[config.mk]
export PLATFORM = sky130hd
export DESIGN_NAME = pcrc_completion_status
export DESIGN_NICKNAME = d
export VERILOG_FILES = /design/src/pcrc_pkg.sv /design/src/pcrc_align_check.sv /design/src/pcrc_completion_status.sv
export SDC_FILE = /design/constraint.sdc
export NUM_CORES = 1
export LEC_CHECK = 0
export BUFFER_PORTS_ARGS = -buffer_cell sky130_fd_sc_hd__clkbuf_2
export CAP_MARGIN = 20
export CORE_AREA = 2 2 130 132
export DETAILED_ROUTE_END_ITERATION = 6
export DIE_AREA = 0 0 132 134
export PLACE_DENSITY = 0.82
export SLEW_MARGIN = 20
export SYNTH_ARGS = -nofsm -noshare
export SYNTH_HDL_FRONTEND = slang
export SYNTH_SLANG_ARGS = --single-unit
[constraint.sdc]
create_clock -name clk -period 4.35 [get_ports clk]
set_input_delay 1.305 -clock clk [delete_from_list [all_inputs] [get_ports clk]]
set_output_delay 1.305 -clock clk [all_outputs]
set_load 0.05 [all_outputs]
[src/pcrc_pkg.sv]
// Package of constants for the completion error status block.
`default_nettype none
package pcrc_pkg;
  // ****************************************
  // Register offsets (byte addresses).
  // ****************************************
  localparam logic [7:0] OFS_STATUS_COMMAND = 8'h04; // Status and command.
  localparam logic [7:0] OFS_SECONDARY      = 8'h1c; // Secondary status.
  localparam logic [7:0] OFS_HDR_LOG0       = 8'h20; // Captured header word zero.
  localparam logic [7:0] OFS_HDR_LOG1       = 8'h24; // Captured header word one.
  localparam logic [7:0] OFS_HDR_LOG2       = 8'h28; // Captured header word two.
  localparam logic [7:0] OFS_HDR_LOG3       = 8'h2c; // Captured header word three.
  localparam logic [7:0] OFS_IRQ_STATUS     = 8'h30; // Sticky event status.
  localparam logic [7:0] OFS_IRQ_MASK       = 8'h34; // Interrupt mask.
  localparam logic [7:0] OFS_ALIGN_STATUS   = 8'h38; // Last misaligned burst address.
  // ****************************************
  // Field positions.
  // ****************************************
  localparam int BIT_TGT_ABORT   = 28; // Received target abort in status words.
  localparam int BIT_MST_ABORT   = 29; // Received master abort in status words.
  localparam int CPL_STATUS_HI   = 23; // Completion status field, top bit.
  localparam int CPL_STATUS_LO   = 21; // Completion status field, low bit.
  localparam int IRQ_MST         = 0;  // Event: unsupported request seen.
  localparam int IRQ_TGT         = 1;  // Event: completer abort seen.
  localparam int IRQ_LOG         = 2;  // Event: header captured.
  localparam int IRQ_ALIGN       = 3;  // Event: misaligned burst seen.
  localparam int IRQ_W           = 4;  // Number of events.
  // ****************************************
  // Encodings and reset values.
  // ****************************************
  localparam logic [2:0]  CPL_UR      = 3'h1; // Unsupported request.
  localparam logic [2:0]  CPL_CA      = 3'h4; // Completer abort.
  localparam logic [3:0]  ALIGN_MASK  = 4'hf; // 16-byte alignment bits.
  localparam logic [31:0] RESET_WORD  = 32'h0000_0000; // Reset of all words.
  localparam logic [3:0]  RESET_MASK  = 4'h0; // Interrupts masked after reset.
endpackage : pcrc_pkg
`default_nettype wire

[src/pcrc_align_check.sv]
// Alignment checker for bursts into the slave port.
`timescale 1ns/100ps
`default_nettype none
module pcrc_align_check (
  // Burst request from the system master.
  input  wire logic        start,
  input  wire logic [31:0] addr,
  input  wire logic [15:0] len_bytes,
  // Result.
  output logic             bad
);
  // ****************************************
  // Check.
  // ****************************************
  // A multi-beat burst must start on and span whole 16-byte units; a single
  // access of four bytes or less is always allowed.
  always_comb begin
    bad = 1'b0;
    if (start && (len_bytes > 16'h0004)) begin
      bad = ((addr[3:0] & pcrc_pkg::ALIGN_MASK) != 4'h0) ||
            ((len_bytes[3:0] & pcrc_pkg::ALIGN_MASK) != 4'h0);
    end
  end
endmodule // pcrc_align_check
`default_nettype wire

[src/pcrc_completion_status.sv]
// Completion error status, header log and burst alignment monitor.
//
// Behaviour
// - Unsupported request sets both master-abort bits.
// - Completer abort sets both target-abort bits.
// - Received completion header copied into log.
// - Log word one bits 23:21 hold status.
//
// The register addresses and the plain strobed port are this design's own decisions.
`timescale 1ns/100ps
`default_nettype none
module pcrc_completion_status (
  // Clock and reset.
  input  wire logic        clk,
  input  wire logic        rst_n,
  // Register port.
  input  wire logic [7:0]  reg_addr,
  input  wire logic [31:0] reg_wdata,
  input  wire logic        reg_wr,
  input  wire logic        reg_rd,
  output logic [31:0]      reg_rdata,
  // Parsed completion from the link.
  input  wire logic        cpl_valid,
  input  wire logic [31:0] cpl_hdr0,
  input  wire logic [31:0] cpl_hdr1,
  input  wire logic [31:0] cpl_hdr2,
  input  wire logic [31:0] cpl_hdr3,
  // Burst request seen on the slave port.
  input  wire logic        burst_start,
  input  wire logic [31:0] burst_addr,
  input  wire logic [15:0] burst_len,
  // Interrupt.
  output logic             irq
);
  // ****************************************
  // State.
  // ****************************************
  typedef struct packed {
    logic [31:0]               hdr0;       // Captured header word zero.
    logic [31:0]               hdr1;       // Captured header word one.
    logic [31:0]               hdr2;       // Captured header word two.
    logic [31:0]               hdr3;       // Captured header word three.
    logic                      cmd_mst;    // Master abort in status-command.
    logic                      cmd_tgt;    // Target abort in status-command.
    logic                      sec_mst;    // Master abort in secondary status.
    logic                      sec_tgt;    // Target abort in secondary status.
    logic [pcrc_pkg::IRQ_W-1:0] irq_stat;  // Sticky events.
    logic [pcrc_pkg::IRQ_W-1:0] irq_mask;  // Interrupt enables.
    logic [31:0]               bad_addr;   // Last misaligned burst start.
    logic [31:0]               rdata;      // Read data register.
  } pcrc_state_t;

  pcrc_state_t st;        // Registered state.
  pcrc_state_t next_st;   // Next state.
  logic        align_bad; // Misaligned burst this cycle.
  logic        is_ur;     // Completion is unsupported request.
  logic        is_ca;     // Completion is completer abort.

  // ****************************************
  // Alignment monitor.
  // ****************************************
  // The slave port cannot fix a bad burst; it only reports it so software can
  // find the master that breaks the alignment limits.
  pcrc_align_check u_align (
    .start     (burst_start),
    .addr      (burst_addr),
    .len_bytes (burst_len),
    .bad       (align_bad)
  );

  // Decode the completion status field of header word one.
  // Only a valid completion is decoded; idle header lines carry no meaning
  // and must never set an abort bit.
  assign is_ur = cpl_valid &&
    (cpl_hdr1[pcrc_pkg::CPL_STATUS_HI:pcrc_pkg::CPL_STATUS_LO] == pcrc_pkg::CPL_UR);
  assign is_ca = cpl_valid &&
    (cpl_hdr1[pcrc_pkg::CPL_STATUS_HI:pcrc_pkg::CPL_STATUS_LO] == pcrc_pkg::CPL_CA);

  // Build one status word with the two abort bits placed.
  function automatic logic [31:0] abort_word(input logic mst, input logic tgt);
    logic [31:0] w;
    w = 32'h0000_0000;
    w[pcrc_pkg::BIT_MST_ABORT] = mst;
    w[pcrc_pkg::BIT_TGT_ABORT] = tgt;
    return w;
  endfunction

  // ****************************************
  // Next state.
  // ****************************************
  // Hardware sets win over software clears in the same cycle, so no event
  // is lost while a handler is acknowledging an older one.
  always_comb begin
    next_st = st;
    // Write-one-to-clear of the sticky bits; the interrupt mask takes a plain write.
    if (reg_wr) begin
      if (reg_addr == pcrc_pkg::OFS_STATUS_COMMAND) begin
        if (reg_wdata[pcrc_pkg::BIT_MST_ABORT]) next_st.cmd_mst = 1'b0;
        if (reg_wdata[pcrc_pkg::BIT_TGT_ABORT]) next_st.cmd_tgt = 1'b0;
      end else if (reg_addr == pcrc_pkg::OFS_SECONDARY) begin
        if (reg_wdata[pcrc_pkg::BIT_MST_ABORT]) next_st.sec_mst = 1'b0;
        if (reg_wdata[pcrc_pkg::BIT_TGT_ABORT]) next_st.sec_tgt = 1'b0;
      end else if (reg_addr == pcrc_pkg::OFS_IRQ_STATUS) begin
        next_st.irq_stat = st.irq_stat & ~reg_wdata[pcrc_pkg::IRQ_W-1:0];
      end else if (reg_addr == pcrc_pkg::OFS_IRQ_MASK) begin
        next_st.irq_mask = reg_wdata[pcrc_pkg::IRQ_W-1:0];
      end
    end
    // Capture every received completion header.
    // Event bits are set after the clears above, so a set always wins.
    if (cpl_valid) begin
      next_st.hdr0 = cpl_hdr0;
      next_st.hdr1 = cpl_hdr1;
      next_st.hdr2 = cpl_hdr2;
      next_st.hdr3 = cpl_hdr3;
      next_st.irq_stat[pcrc_pkg::IRQ_LOG] = 1'b1;
    end
    if (is_ur) begin
      next_st.cmd_mst = 1'b1;
      next_st.sec_mst = 1'b1;
      next_st.irq_stat[pcrc_pkg::IRQ_MST] = 1'b1;
    end
    if (is_ca) begin
      next_st.cmd_tgt = 1'b1;
      next_st.sec_tgt = 1'b1;
      next_st.irq_stat[pcrc_pkg::IRQ_TGT] = 1'b1;
    end
    if (align_bad) begin
      next_st.bad_addr = burst_addr;
      next_st.irq_stat[pcrc_pkg::IRQ_ALIGN] = 1'b1;
    end
    // Read data; unmapped addresses read as zero.
    // A read strobe with no match still answers, with zero, in the next cycle.
    next_st.rdata = pcrc_pkg::RESET_WORD;
    if (reg_rd) begin
      if (reg_addr == pcrc_pkg::OFS_STATUS_COMMAND) begin
        next_st.rdata = abort_word(st.cmd_mst, st.cmd_tgt);
      end else if (reg_addr == pcrc_pkg::OFS_SECONDARY) begin
        next_st.rdata = abort_word(st.sec_mst, st.sec_tgt);
      end else if (reg_addr == pcrc_pkg::OFS_HDR_LOG0) begin
        next_st.rdata = st.hdr0;
      end else if (reg_addr == pcrc_pkg::OFS_HDR_LOG1) begin
        next_st.rdata = st.hdr1;
      end else if (reg_addr == pcrc_pkg::OFS_HDR_LOG2) begin
        next_st.rdata = st.hdr2;
      end else if (reg_addr == pcrc_pkg::OFS_HDR_LOG3) begin
        next_st.rdata = st.hdr3;
      end else if (reg_addr == pcrc_pkg::OFS_IRQ_STATUS) begin
        next_st.rdata = {28'h000_0000, st.irq_stat};
      end else if (reg_addr == pcrc_pkg::OFS_IRQ_MASK) begin
        next_st.rdata = {28'h000_0000, st.irq_mask};
      end else if (reg_addr == pcrc_pkg::OFS_ALIGN_STATUS) begin
        next_st.rdata = st.bad_addr;
      end
    end
  end

  // ****************************************
  // Registers.
  // ****************************************
  // Synchronous reset clears every word; the interrupt mask starts closed.
  // The mask is named again so a non-zero reset value would still take effect.
  always_ff @(posedge clk) begin
    if (!rst_n) begin
      st          <= '0;
      st.irq_mask <= pcrc_pkg::RESET_MASK;
    end else begin
      st <= next_st;
    end
  end

  // The interrupt is formed from flopped status and mask, so it never glitches
  // on a combinational path from the register port.
  assign reg_rdata = st.rdata;
  assign irq       = |(st.irq_stat & st.irq_mask);

  // ****************************************
  // Assertions.
  // ****************************************
  // Each check but single_ok_a looks one cycle after the event, when the state has been
  // registered and the read port can show it; single_ok_a checks in the same cycle.
  master_abort_set_a: assert property (@(posedge clk) disable iff (!rst_n)
    is_ur |=> (st.cmd_mst && st.sec_mst))
    else $error("Master abort bits not set after unsupported request.");
  target_abort_set_a: assert property (@(posedge clk) disable iff (!rst_n)
    is_ca |=> (st.cmd_tgt && st.sec_tgt))
    else $error("Target abort bits not set after completer abort.");
  header_capture_a: assert property (@(posedge clk) disable iff (!rst_n)
    cpl_valid |=> (st.hdr0 == $past(cpl_hdr0) && st.hdr3 == $past(cpl_hdr3)))
    else $error("Completion header not captured.");
  status_field_a: assert property (@(posedge clk) disable iff (!rst_n)
    (reg_rd && reg_addr == pcrc_pkg::OFS_HDR_LOG1)
      |=> (reg_rdata[pcrc_pkg::CPL_STATUS_HI:pcrc_pkg::CPL_STATUS_LO] ==
           $past(st.hdr1[pcrc_pkg::CPL_STATUS_HI:pcrc_pkg::CPL_STATUS_LO])))
    else $error("Logged completion status read back wrongly.");
  // Outside the answer cycle the read port must rest at zero.
  read_idle_zero_a: assert property (@(posedge clk) disable iff (!rst_n)
    !reg_rd |=> (reg_rdata == pcrc_pkg::RESET_WORD))
    else $error("Read data not zero outside the answer cycle.");
  // A target abort stays latched until software writes a one over it.
  target_sticky_a: assert property (@(posedge clk) disable iff (!rst_n)
    (st.sec_tgt && !is_ca && !(reg_wr && reg_addr == pcrc_pkg::OFS_SECONDARY))
      |=> st.sec_tgt)
    else $error("Secondary target abort bit lost without a clear.");
  // Every captured header also raises its own event bit.
  log_event_a: assert property (@(posedge clk) disable iff (!rst_n)
    cpl_valid |=> st.irq_stat[pcrc_pkg::IRQ_LOG])
    else $error("Header capture event not raised.");
  abort_sticky_a: assert property (@(posedge clk) disable iff (!rst_n)
    (st.cmd_mst && !is_ur && !(reg_wr && reg_addr == pcrc_pkg::OFS_STATUS_COMMAND))
      |=> st.cmd_mst)
    else $error("Master abort bit lost without a clear.");
  abort_clear_a: assert property (@(posedge clk) disable iff (!rst_n)
    (reg_wr && reg_addr == pcrc_pkg::OFS_SECONDARY && reg_wdata[29] && !is_ur)
      |=> !st.sec_mst)
    else $error("Secondary master abort not cleared by write of one.");
  misalign_flag_a: assert property (@(posedge clk) disable iff (!rst_n)
    (burst_start && burst_len > 16'h0004 && burst_addr[3:0] != 4'h0)
      |=> (st.irq_stat[3] && st.bad_addr == $past(burst_addr)))
    else $error("Misaligned burst not reported.");
  single_ok_a: assert property (@(posedge clk) disable iff (!rst_n)
    (burst_start && burst_len <= 16'h0004) |-> !align_bad)
    else $error("Single access wrongly flagged as misaligned.");
endmodule // pcrc_completion_status
`default_nettype wire

==> run metrics, run 1 <==
status=completed; Slew headroom=0.451; Synth cell types=42; DR top layer=met4; Max Clock Freq=0.350 GHz; maximum clock insertion buffer count=3; yosys warns=0; DRC=0; max cap viols=0; # Post-CTS Setup Buffers=0; Worst EP arrival=3.22 ns; net count after synthesis=1133; met3 wire len=1410 um; asr flop ratio synth=0; cells after synthesis=911; CP max stage cell=o21ai_4; gr usage total=0.239; IO Port Bufs=228; Final Cycle Share=0.656; Synth Area in Compound Gates=0.124; setup violators final=0; Pleak=4.82 nW; number of flops mapped to enable cells by yosys=0; XOR/XNOR share of the synthesized area=0; Layout Nets=1302; gpl congestion=0.855; DRT iter0 DRCs=403; WL met2=10700 um; M1 WL=9430 um; mux share of post-synthesis cell area=0.193; largest net degree at the start of global routing=205; main combinational cell family by area after synthesis=multiplexers; final setup TNS=0 ns; die height=134 um; H-tree levels=1; initial core utilization=0.550; vias per std cell=5.33; Syn Area/Cell=9.83 um^2; area leader, netlist=dfxtp_1; vias in the first global route=6984; CTS tree=built; Yosys reg bits=204; Root Driver=clkbuf_16; crit path cell chain=clkbuf_2 -> nor2_1 -> nand3_1 -> o21ai_4 -> buf_4 -> a21oi_1; Post-DRT Antenna Nets=0; post-CTS sizing=0; Buf+Inv Stages, Crit Path=2; post-synthesis simple-gate area fraction=0.167; n_diodes=0; die area=17700 um^2; Hold Crit Class=reg -> reg; Rows=47; Required @ worst endpoint=4.72 ns; Crit Path Max Fanout=16; Clk pin slew, worst setup/hold paths=0.06 ns; Synth area leaders=dfxtp_1 46%, mux2i_1 19%, nor2b_1 9.4%, a22o_1 5.1%, nand2_1 4.4%; placed cells=1276; Main synth FF type=dfxtp_1; Detailed Route WL=22000 um; Setup crit end kind=register; clk sinks=204; CP max stage delay=0.57 ns; Cell Count, Final, Fillers Out=1316; Top delay family on crit path=simple AND/OR/NAND/NOR gates; Slew Limit Fails=0; CTS hold repair buffers=0; Hold Vio Cnt, Final=0; Final Skew=0.00662 ns; CP Launch Type=input port; Worst-Skew Late Latency=0.49 ns; first drt pass iteration count=5; Worst-Margin Slew=0.823 ns; Area Overhead vs Synth=21.2%; I/O Pins=255; WL per Instance=16.7 um; first-pass GRT wire length=34700 um; Tmin final=2.85 ns; total grt overflow=0; core area=16300 um^2; post-DP HPWL=14800 um; Fillers=1310; initial antenna violation count=0; mapped cell area=8960 um^2; layout cell share with drive strength beyond 1=0.268; Seq/Total Area, Yosys=0.456; Max IR drop VDD=0.380 mV; Die Wd=132 um; CP Class=in -> reg; Adder-Cell Fraction of Synth Area=0; RSZ-0062 raised after global routing=no; CTS buffer count=22; Vias=7010; share of the synthesized area in the top cell type=0.456; Pwr Density=404 nW/um^2
[tightest hold or removal path, stage by stage (launching register included)]
cell and delay (ns):
dfxtp_1 0.31, nand2_1 0.05, a21oi_1 0.05
[placed cells by master, fill, tap and decap left out, types with 3 or more instances in the layout]
master       n
buf_4       15
dfxtp_1    204
mux2_2       4
nor4_1       4
nand4_1      4
nor4b_4      3
mux2i_1    168
o21ai_0     10
nor2_1       6
nand2_1    104
a22o_1      52
nand3_1      5
nand3b_1     3
inv_1        4
nor2b_1    134
clkbuf_2   226
o21a_1       5
bufinv_16    3
a21oi_1     32
o221ai_1     4
and2_1       4
clkbuf_16   23
clkbuf_8     5
a21boi_0     5
o21ai_1     20
o2bb2ai_1    4
o22ai_1      6
a221oi_1     4
clkbuf_1     3
clkinv_2     6
[registers in the layout, indices dropped and copies added (netlist names)]
signal,count
st,172
reg_rdata,32
[kinds of logic after synthesis]
| group | Yosys count |
|---|---|
| muxes | 172 |
| AOI/OAI and AO/OA | 157 |
| buffers and inverters | 103 |
| and+or+nand+nor | 275 |
| DFF | 204 |
[final cells by class]
type                    instances  area (um^2)  area share
repair buffers                244         1290       0.119
clock inverters                 9          120      0.0111
clock buffers                  31          656      0.0604
well taps                     220          275      0.0254
flip-flops and latches        204         4080       0.376
multi-input cells             604         4410       0.406
inverters                       4         15.0     0.00138
[final timing paths]
kind	from	endpoint	slack, ns	cells after the start
worst max-delay path	reg_addr[1]	reg_rdata[30]	1.50	6
worst min-delay path	st[59]	reg_rdata[27]	0.45	2
worst max register to register	st[70]	reg_rdata[2]	3.23	4
worst min register to register	st[59]	reg_rdata[27]	0.45	2
[where the power goes]
part / leakage (nW) / total, mW / switching, mW / internal [mW]
Sequential: 1.68 / 2.02 / 0.0527 / 1.97
Clock: 0.389 / 1.96 / 0.730 / 1.23
Combinational: 2.76 / 0.416 / 0.206 / 0.210
[metal layers]
metal	vias up	track usage
li1	3478	-
met1	3273	0.294
met3	33	0.0544
met4	0	0.0664
met2	226	0.423
met5	-	0
[stage by stage]
step / worst slack [ns] / cell area (um^2) / hold slack (ns) / total power, mW / utilization
floorplan: 1.71 / 8960 / 0.437 / 2.30 / -
global placement: 1.05 / 10100 / 0.444 / 2.46 / 0.619
detailed placement: 1.03 / 10100 / 0.446 / 2.47 / 0.619
CTS: 1.54 / 10900 / 0.458 / 4.43 / 0.666
global route: 1.32 / 10900 / 0.466 / 4.55 / 0.666
finish: 1.50 / 10900 / 0.454 / 4.39 / 0.666
[Yosys cell counts, types with 2 or more instances]
library cell	count
mux2i_1	168
dfxtp_1	204
nor2_1	6
nand2_1	104
nor4bb_1	2
a21boi_1	2
buf_1	5
o221a_1	2
and2_1	4
a221oi_1	4
buf_2	16
o21ai_1	21
clkbuf_1	45
nand4_1	4
o21ai_0	10
inv_1	4
nor4_1	4
mux2_2	4
a21boi_0	5
buf_4	32
nor2b_1	134
a22oi_1	2
o21a_1	5
o221ai_1	4
nor4b_2	3
a21oi_1	32
o31a_1	2
a2bb2oi_1	2
o2111ai_1	2
o22ai_1	6
a22o_1	52
nand3b_1	3
o2bb2ai_1	4
nor3_1	2
nand3_1	5
Power figures use the tool's default switching activity.
==> run 2: changes to the inputs <==
Settings changed: CORE_AREA 2 2 130 132 to 2 2 135 137, DIE_AREA 0 0 132 134 to 0 0 137 139, PLACE_DENSITY 0.82 to 0.77.
Clock period 4.35 ns to 2.8 ns, I/O delays scaled along.
==> run metrics, run 2 (synthesis results as in run 1) <==
CTS tree=built; gpl congestion=0.847 (-0.95%); Max IR drop VDD=0.474 mV (+25%); Layout Nets=1312 (+0.77%); core area=17700 um^2 (+8.4%); Hold Vio Cnt, Final=0 (unchanged); Hold Crit Start=st[52]; Root Driver=clkbuf_16; share of power burned in registers=0.463 (+0.003); R2R Path End=reg_rdata[28]; vias per std cell=5.27 (-1.0%); Worst EP arrival=1.33 ns (-1.89 ns); worst r2r src=st[104]; Internal=5.24 mW (+54%); die height=139 um (+3.7%); most frequent cells in the layout=226 x clkbuf_2, 204 x dfxtp_1, 168 x mux2i_1, 134 x nor2b_1, 104 x nand2_1; H-tree levels=1 (unchanged); met2 usage=0.368 (-0.0543); Rows=49 (+4.3%); combinational fraction of design power=0.097 (+0.002); Die Wd=137 um (+3.8%); Slew Limit Fails=0 (unchanged); switch share=0.226 (+0.000668); Detailed Route WL=21900 um (-0.45%); Net Switching=1.53 mW (+55%); register with the most flip-flops=st; DRT iter0 DRCs=373 (-7.4%); commonest non-fill, non-tap cell in the layout=clkbuf_2; initial core utilization=0.507 (-0.0426); setup violators final=0 (unchanged); gr usage total=0.224 (-0.0152); Worst-Margin Slew=0.684 ns (-0.139 ns); CP Class=reg -> out; CTS hold repair buffers=0 (unchanged); clock power share=0.440 (-0.006); design area=11000 um^2 (+0.97%); Clk pin slew, worst setup/hold paths=0.06 ns (about the same); IO Port Bufs=228 (unchanged); Tmin final=2.17 ns; Final Skew=0.00709 ns (+0.000464 ns); # Post-CTS Setup Buffers=0 (unchanged); most used routing layer in global routing=met2; Worst Hold Endpoint=reg_rdata[20]; WL per Instance=16.4 um (-1.7%); first-pass GRT wire length=34600 um (-0.28%); n_diodes=0 (unchanged); Pleak=4.87 nW (+0.88%); Layout Utilization=0.621 (-0.0457); initial antenna violation count=0 (unchanged); WHS Path Cells=2 (unchanged); CP Launch Type=register; Hold Crit Class=reg -> reg; placed inst area=10200 um^2 (+1.4%); clk sinks=204 (unchanged); Vias=7027 (+0.24%); Post-DRT Antenna Nets=0 (unchanged); Required @ worst endpoint=1.96 ns (-2.76 ns); status=completed; max cap viols=0 (unchanged); layout cell share with drive strength beyond 1=0.271 (+0.00259); Crit Path Max Fanout=3 (-13); RSZ-0062 raised after global routing=no; Largest register FFs=172 (unchanged); Pwr Density=618 nW/um^2 (+53%); Setup crit end kind=output pin; M3 GR Usage=0.0486 (-0.00581); post-CTS sizing=0 (unchanged); CTS buffer count=22 (unchanged); largest net degree at the start of global routing=177 (-14%); final setup TNS=0 ns (unchanged); post-DP HPWL=14900 um (+0.16%); total grt overflow=0 (unchanged); Worst-Skew Late Latency=0.49 ns (about the same); Final Cycle Share=0.775; I/O Pins=255 (unchanged); Max Clock Freq=0.461 GHz; Area Overhead vs Synth=22.3%; flop-to-flop setup slack=1.76 ns (-1.47 ns); first drt pass iteration count=5 (unchanged); R2R depth=3 (-1); met1 GRT Util=0.294 (about the same); vias in the first global route=6951 (-0.47%); die area=19000 um^2 (+7.7%); Slew headroom=0.544 (+0.0928); maximum clock insertion buffer count=3 (unchanged); Fillers=1489 (+14%); DRC=0 (unchanged)
run 2: metrics by stage:
stage	setup WS [ns]	power (mW)	std cells	hold slack (ns)
after global routing	0.573	7.01	1333	0.474
after CTS	0.598	6.84	1333	0.458
after detailed placement	0.345	3.85	1295	0.447
final	0.629	6.77	1333	0.456
after floorplan	0.622	3.57	911	0.437
after global placement	0.400	3.84	1295	0.444
run 2: routing by layer:
metal | part of all wire | up-vias
met5 | 0 | -
met4 | 0.024 | 0
met3 | 0.071 | 41
met2 | 0.47 | 232
met1 | 0.44 | 3254
li1 | - | 3500
run 2: power by group through the flow:
stage	clock (mW)	combinational [mW]	sequential, mW
floorplan	0	0.403	3.17
global placement	0	0.647	3.19
detailed placement	0	0.658	3.19
CTS	3.04	0.663	3.13
global route	3.14	0.725	3.15
finish	2.98	0.659	3.13
run 2: layout make-up:
type | count | area, um^2 | area share
clock buffers | 32 | 639 | 0.0583
clock inverters | 6 | 105 | 0.00959
inverters | 4 | 15.0 | 0.00137
multi-input cells | 604 | 4410 | 0.402
flip-flops and latches | 204 | 4080 | 0.373
well taps | 229 | 287 | 0.0261
repair buffers | 254 | 1420 | 0.130
run 2: how the worst max path moves through the flow:
| stage | startpoint | end | slack (ns) | cells past startpoint |
|---|---|---|---|---|
| after floorplan | reg_addr[2] | reg_rdata[28] | 0.62 | 6 |
| after global placement | reg_addr[4] | reg_rdata[3] | 0.40 | 5 |
| after detailed placement | reg_addr[4] | reg_rdata[2] | 0.34 | 5 |
| after CTS | st[71] | irq | 0.60 | 3 |
| after global routing | st[71] | irq | 0.57 | 3 |
| final | st[71] | irq | 0.63 | 3 |
run 2: worst max-delay path, stage by stage (launching register included):
cell,delay [ns]
dfxtp_1,0.33
a22oi_1,0.20
nand2_1,0.07
clkbuf_2,0.24
==> run 3: changes to the inputs <==
Settings changed: CORE_AREA 2 2 135 137 to 2 2 142 144, DIE_AREA 0 0 137 139 to 0 0 144 146, PLACE_DENSITY 0.77 to 0.73.
Clock period 2.8 ns to 1.88 ns, I/O delays scaled along.
==> run metrics, run 3 (synthesis results as in run 1) <==
H-tree levels=1 (unchanged); Max IR drop VDD=0.614 mV (+29%); vias in the first global route=6963 (+0.17%); status=completed; core area=19300 um^2 (+9.5%); Rows=51 (+4.1%); final hold slack=0.277 ns (-0.180 ns); Required @ worst endpoint=1.32 ns (-0.64 ns); Final Skew=0.0214 ns (+0.0143 ns); max cap viols=0 (unchanged); die height=146 um (+5.0%); Root Driver=clkbuf_16; gpl congestion=0.800 (-5.6%); layout cell share with drive strength beyond 1=0.289 (+0.0178); first drt pass iteration count=4 (-1); Pwr Density=888 nW/um^2 (+44%); register with the most flip-flops=st; Worst Slack Setup Final=0.0371 ns (-0.592 ns); DRC=0 (unchanged); RSZ-0062 raised after global routing=yes; CP Launch Type=register; Worst EP arrival=1.28 ns (-0.05 ns); Hold Crit Class=in -> reg; Final Cycle Share=0.980; Crit Path Max Fanout=3 (unchanged); Worst-Skew Late Latency=0.51 ns (+0.02 ns); Setup WS pre-CTS=-0.183 ns (-0.528 ns); Post-DRT Antenna Nets=0 (unchanged); maximum clock insertion buffer count=3 (unchanged); Largest register FFs=172 (unchanged); Clk pin slew, worst setup/hold paths=0.06 ns (about the same); I/O Pins=255 (unchanged); placed cells=1353 (+4.5%); CTS hold repair buffers=0 (unchanged); CTS buffer count=22 (unchanged); n_diodes=0 (unchanged); Area Overhead vs Synth=25.3%; Slew Limit Fails=0 (unchanged); largest net degree at the start of global routing=115 (-35%); initial core utilization=0.463 (-0.0440); Max Clock Freq=0.543 GHz; Die Wd=144 um (+5.1%); vias per std cell=5.07 (-3.9%); Pleak=4.98 nW (+2.4%); Setup crit end kind=output pin; post-DP HPWL=16000 um (+7.7%); Cell Count, Final, Fillers Out=1391 (+4.4%); total grt overflow=0 (unchanged); Overall Power=9.96 mW (+47%); IO Port Bufs=228 (unchanged); CP Class=reg -> out; crit path cell chain=a22oi_1 -> nand2_1 -> buf_8; initial antenna violation count=0 (unchanged); Hold Vio Cnt, Final=0 (unchanged); # Post-CTS Setup Buffers=0 (unchanged); Vias=7049 (+0.31%); CP max stage delay=0.33 ns (about the same); Detailed Route WL=22800 um (+4.2%); CP max stage cell=dfxtp_2; gr usage total=0.210 (-0.0140); Tmin final=1.84 ns; most frequent cells in the layout=225 x clkbuf_2, 201 x dfxtp_1, 168 x mux2i_1, 134 x nor2b_1, 104 x nand2_1; setup violators final=0 (unchanged); commonest non-fill, non-tap cell in the layout=clkbuf_2; Layout Nets=1334 (+1.7%); DRT iter0 DRCs=295 (-21%); Slew headroom=0.622 (+0.0774); final setup TNS=0 ns (unchanged); WL per Instance=16.4 um (-0.11%); CTS tree=built; Worst-Margin Slew=0.568 ns (-0.116 ns); clk sinks=204 (unchanged); first-pass GRT wire length=35600 um (+2.8%); die area=21000 um^2 (+10%)
==> run 3: changes by cell type in the layout (fill, tap and decap cells not counted), moves of 3 or more <==
| cell | before | now |
|---|---|---|
| buf_4 | 21 | 38 |
| dfxtp_1 | 204 | 201 |
| dfxtp_2 | 0 | 3 |
| buf_12 | 6 | 11 |
==> run 3: stage by stage <==
| step | util | area (um^2) |
|---|---|---|
| after floorplan | - | 8960 |
| after global placement | 0.542 | 10500 |
| after detailed placement | 0.542 | 10500 |
| after CTS | 0.580 | 11200 |
| after global routing | 0.580 | 11200 |
| final | 0.580 | 11200 |
==> run 3: worst max-delay path: cells and delay by family (launching register included) <==
kind / cells / cell delay, ns
compound gates: 1 / 0.18
buf+inv: 1 / 0.16
flops: 1 / 0.33
simple gates: 1 / 0.11
==> run 3: report_power, final <==
group          internal (mW)  switching, mW  total, mW
clock                   2.55           1.72       4.27
sequential              4.55          0.119       4.67
combinational          0.537          0.490       1.03
total                   7.64           2.32       9.96
==> run 3: final timing paths <==
kind         cells past startpoint           end  slack (ns)            from
max                              3           irq        0.04          st[68]
min                              3        st[50]        0.28  burst_addr[18]
max reg2reg                      4  reg_rdata[1]        0.82          st[69]
min reg2reg                      2  reg_rdata[5]        0.45          st[37]
==> run 3: cell type report <==
type / count / area [um^2]
clock buffer: 31 / 614
multi-input combinational: 604 / 4410
clock inverter: 7 / 100
tap: 265 / 332
inverter: 4 / 15.0
sequential: 204 / 4090
timing repair buffer: 276 / 1660
fill: 1715 / 8110
==> run 3: metal layers <==
layer	global-route usage	vias up	routed length (um)
met1	0.267	3244	9880
met4	0.0534	0	463
met5	0	-	0
li1	-	3548	-
met3	0.0507	35	1780
met2	0.358	222	10700
==> run 3: timing repair <==
| item | 4_1_cts | 5_1_grt |
|---|---|---|
| pin swaps | 0 | 2 |
| hold endpoints to repair | 0 | 0 |
| gates resized for setup | 4 | 3 |
| endpoints found under the setup margin | 1 | 1 |
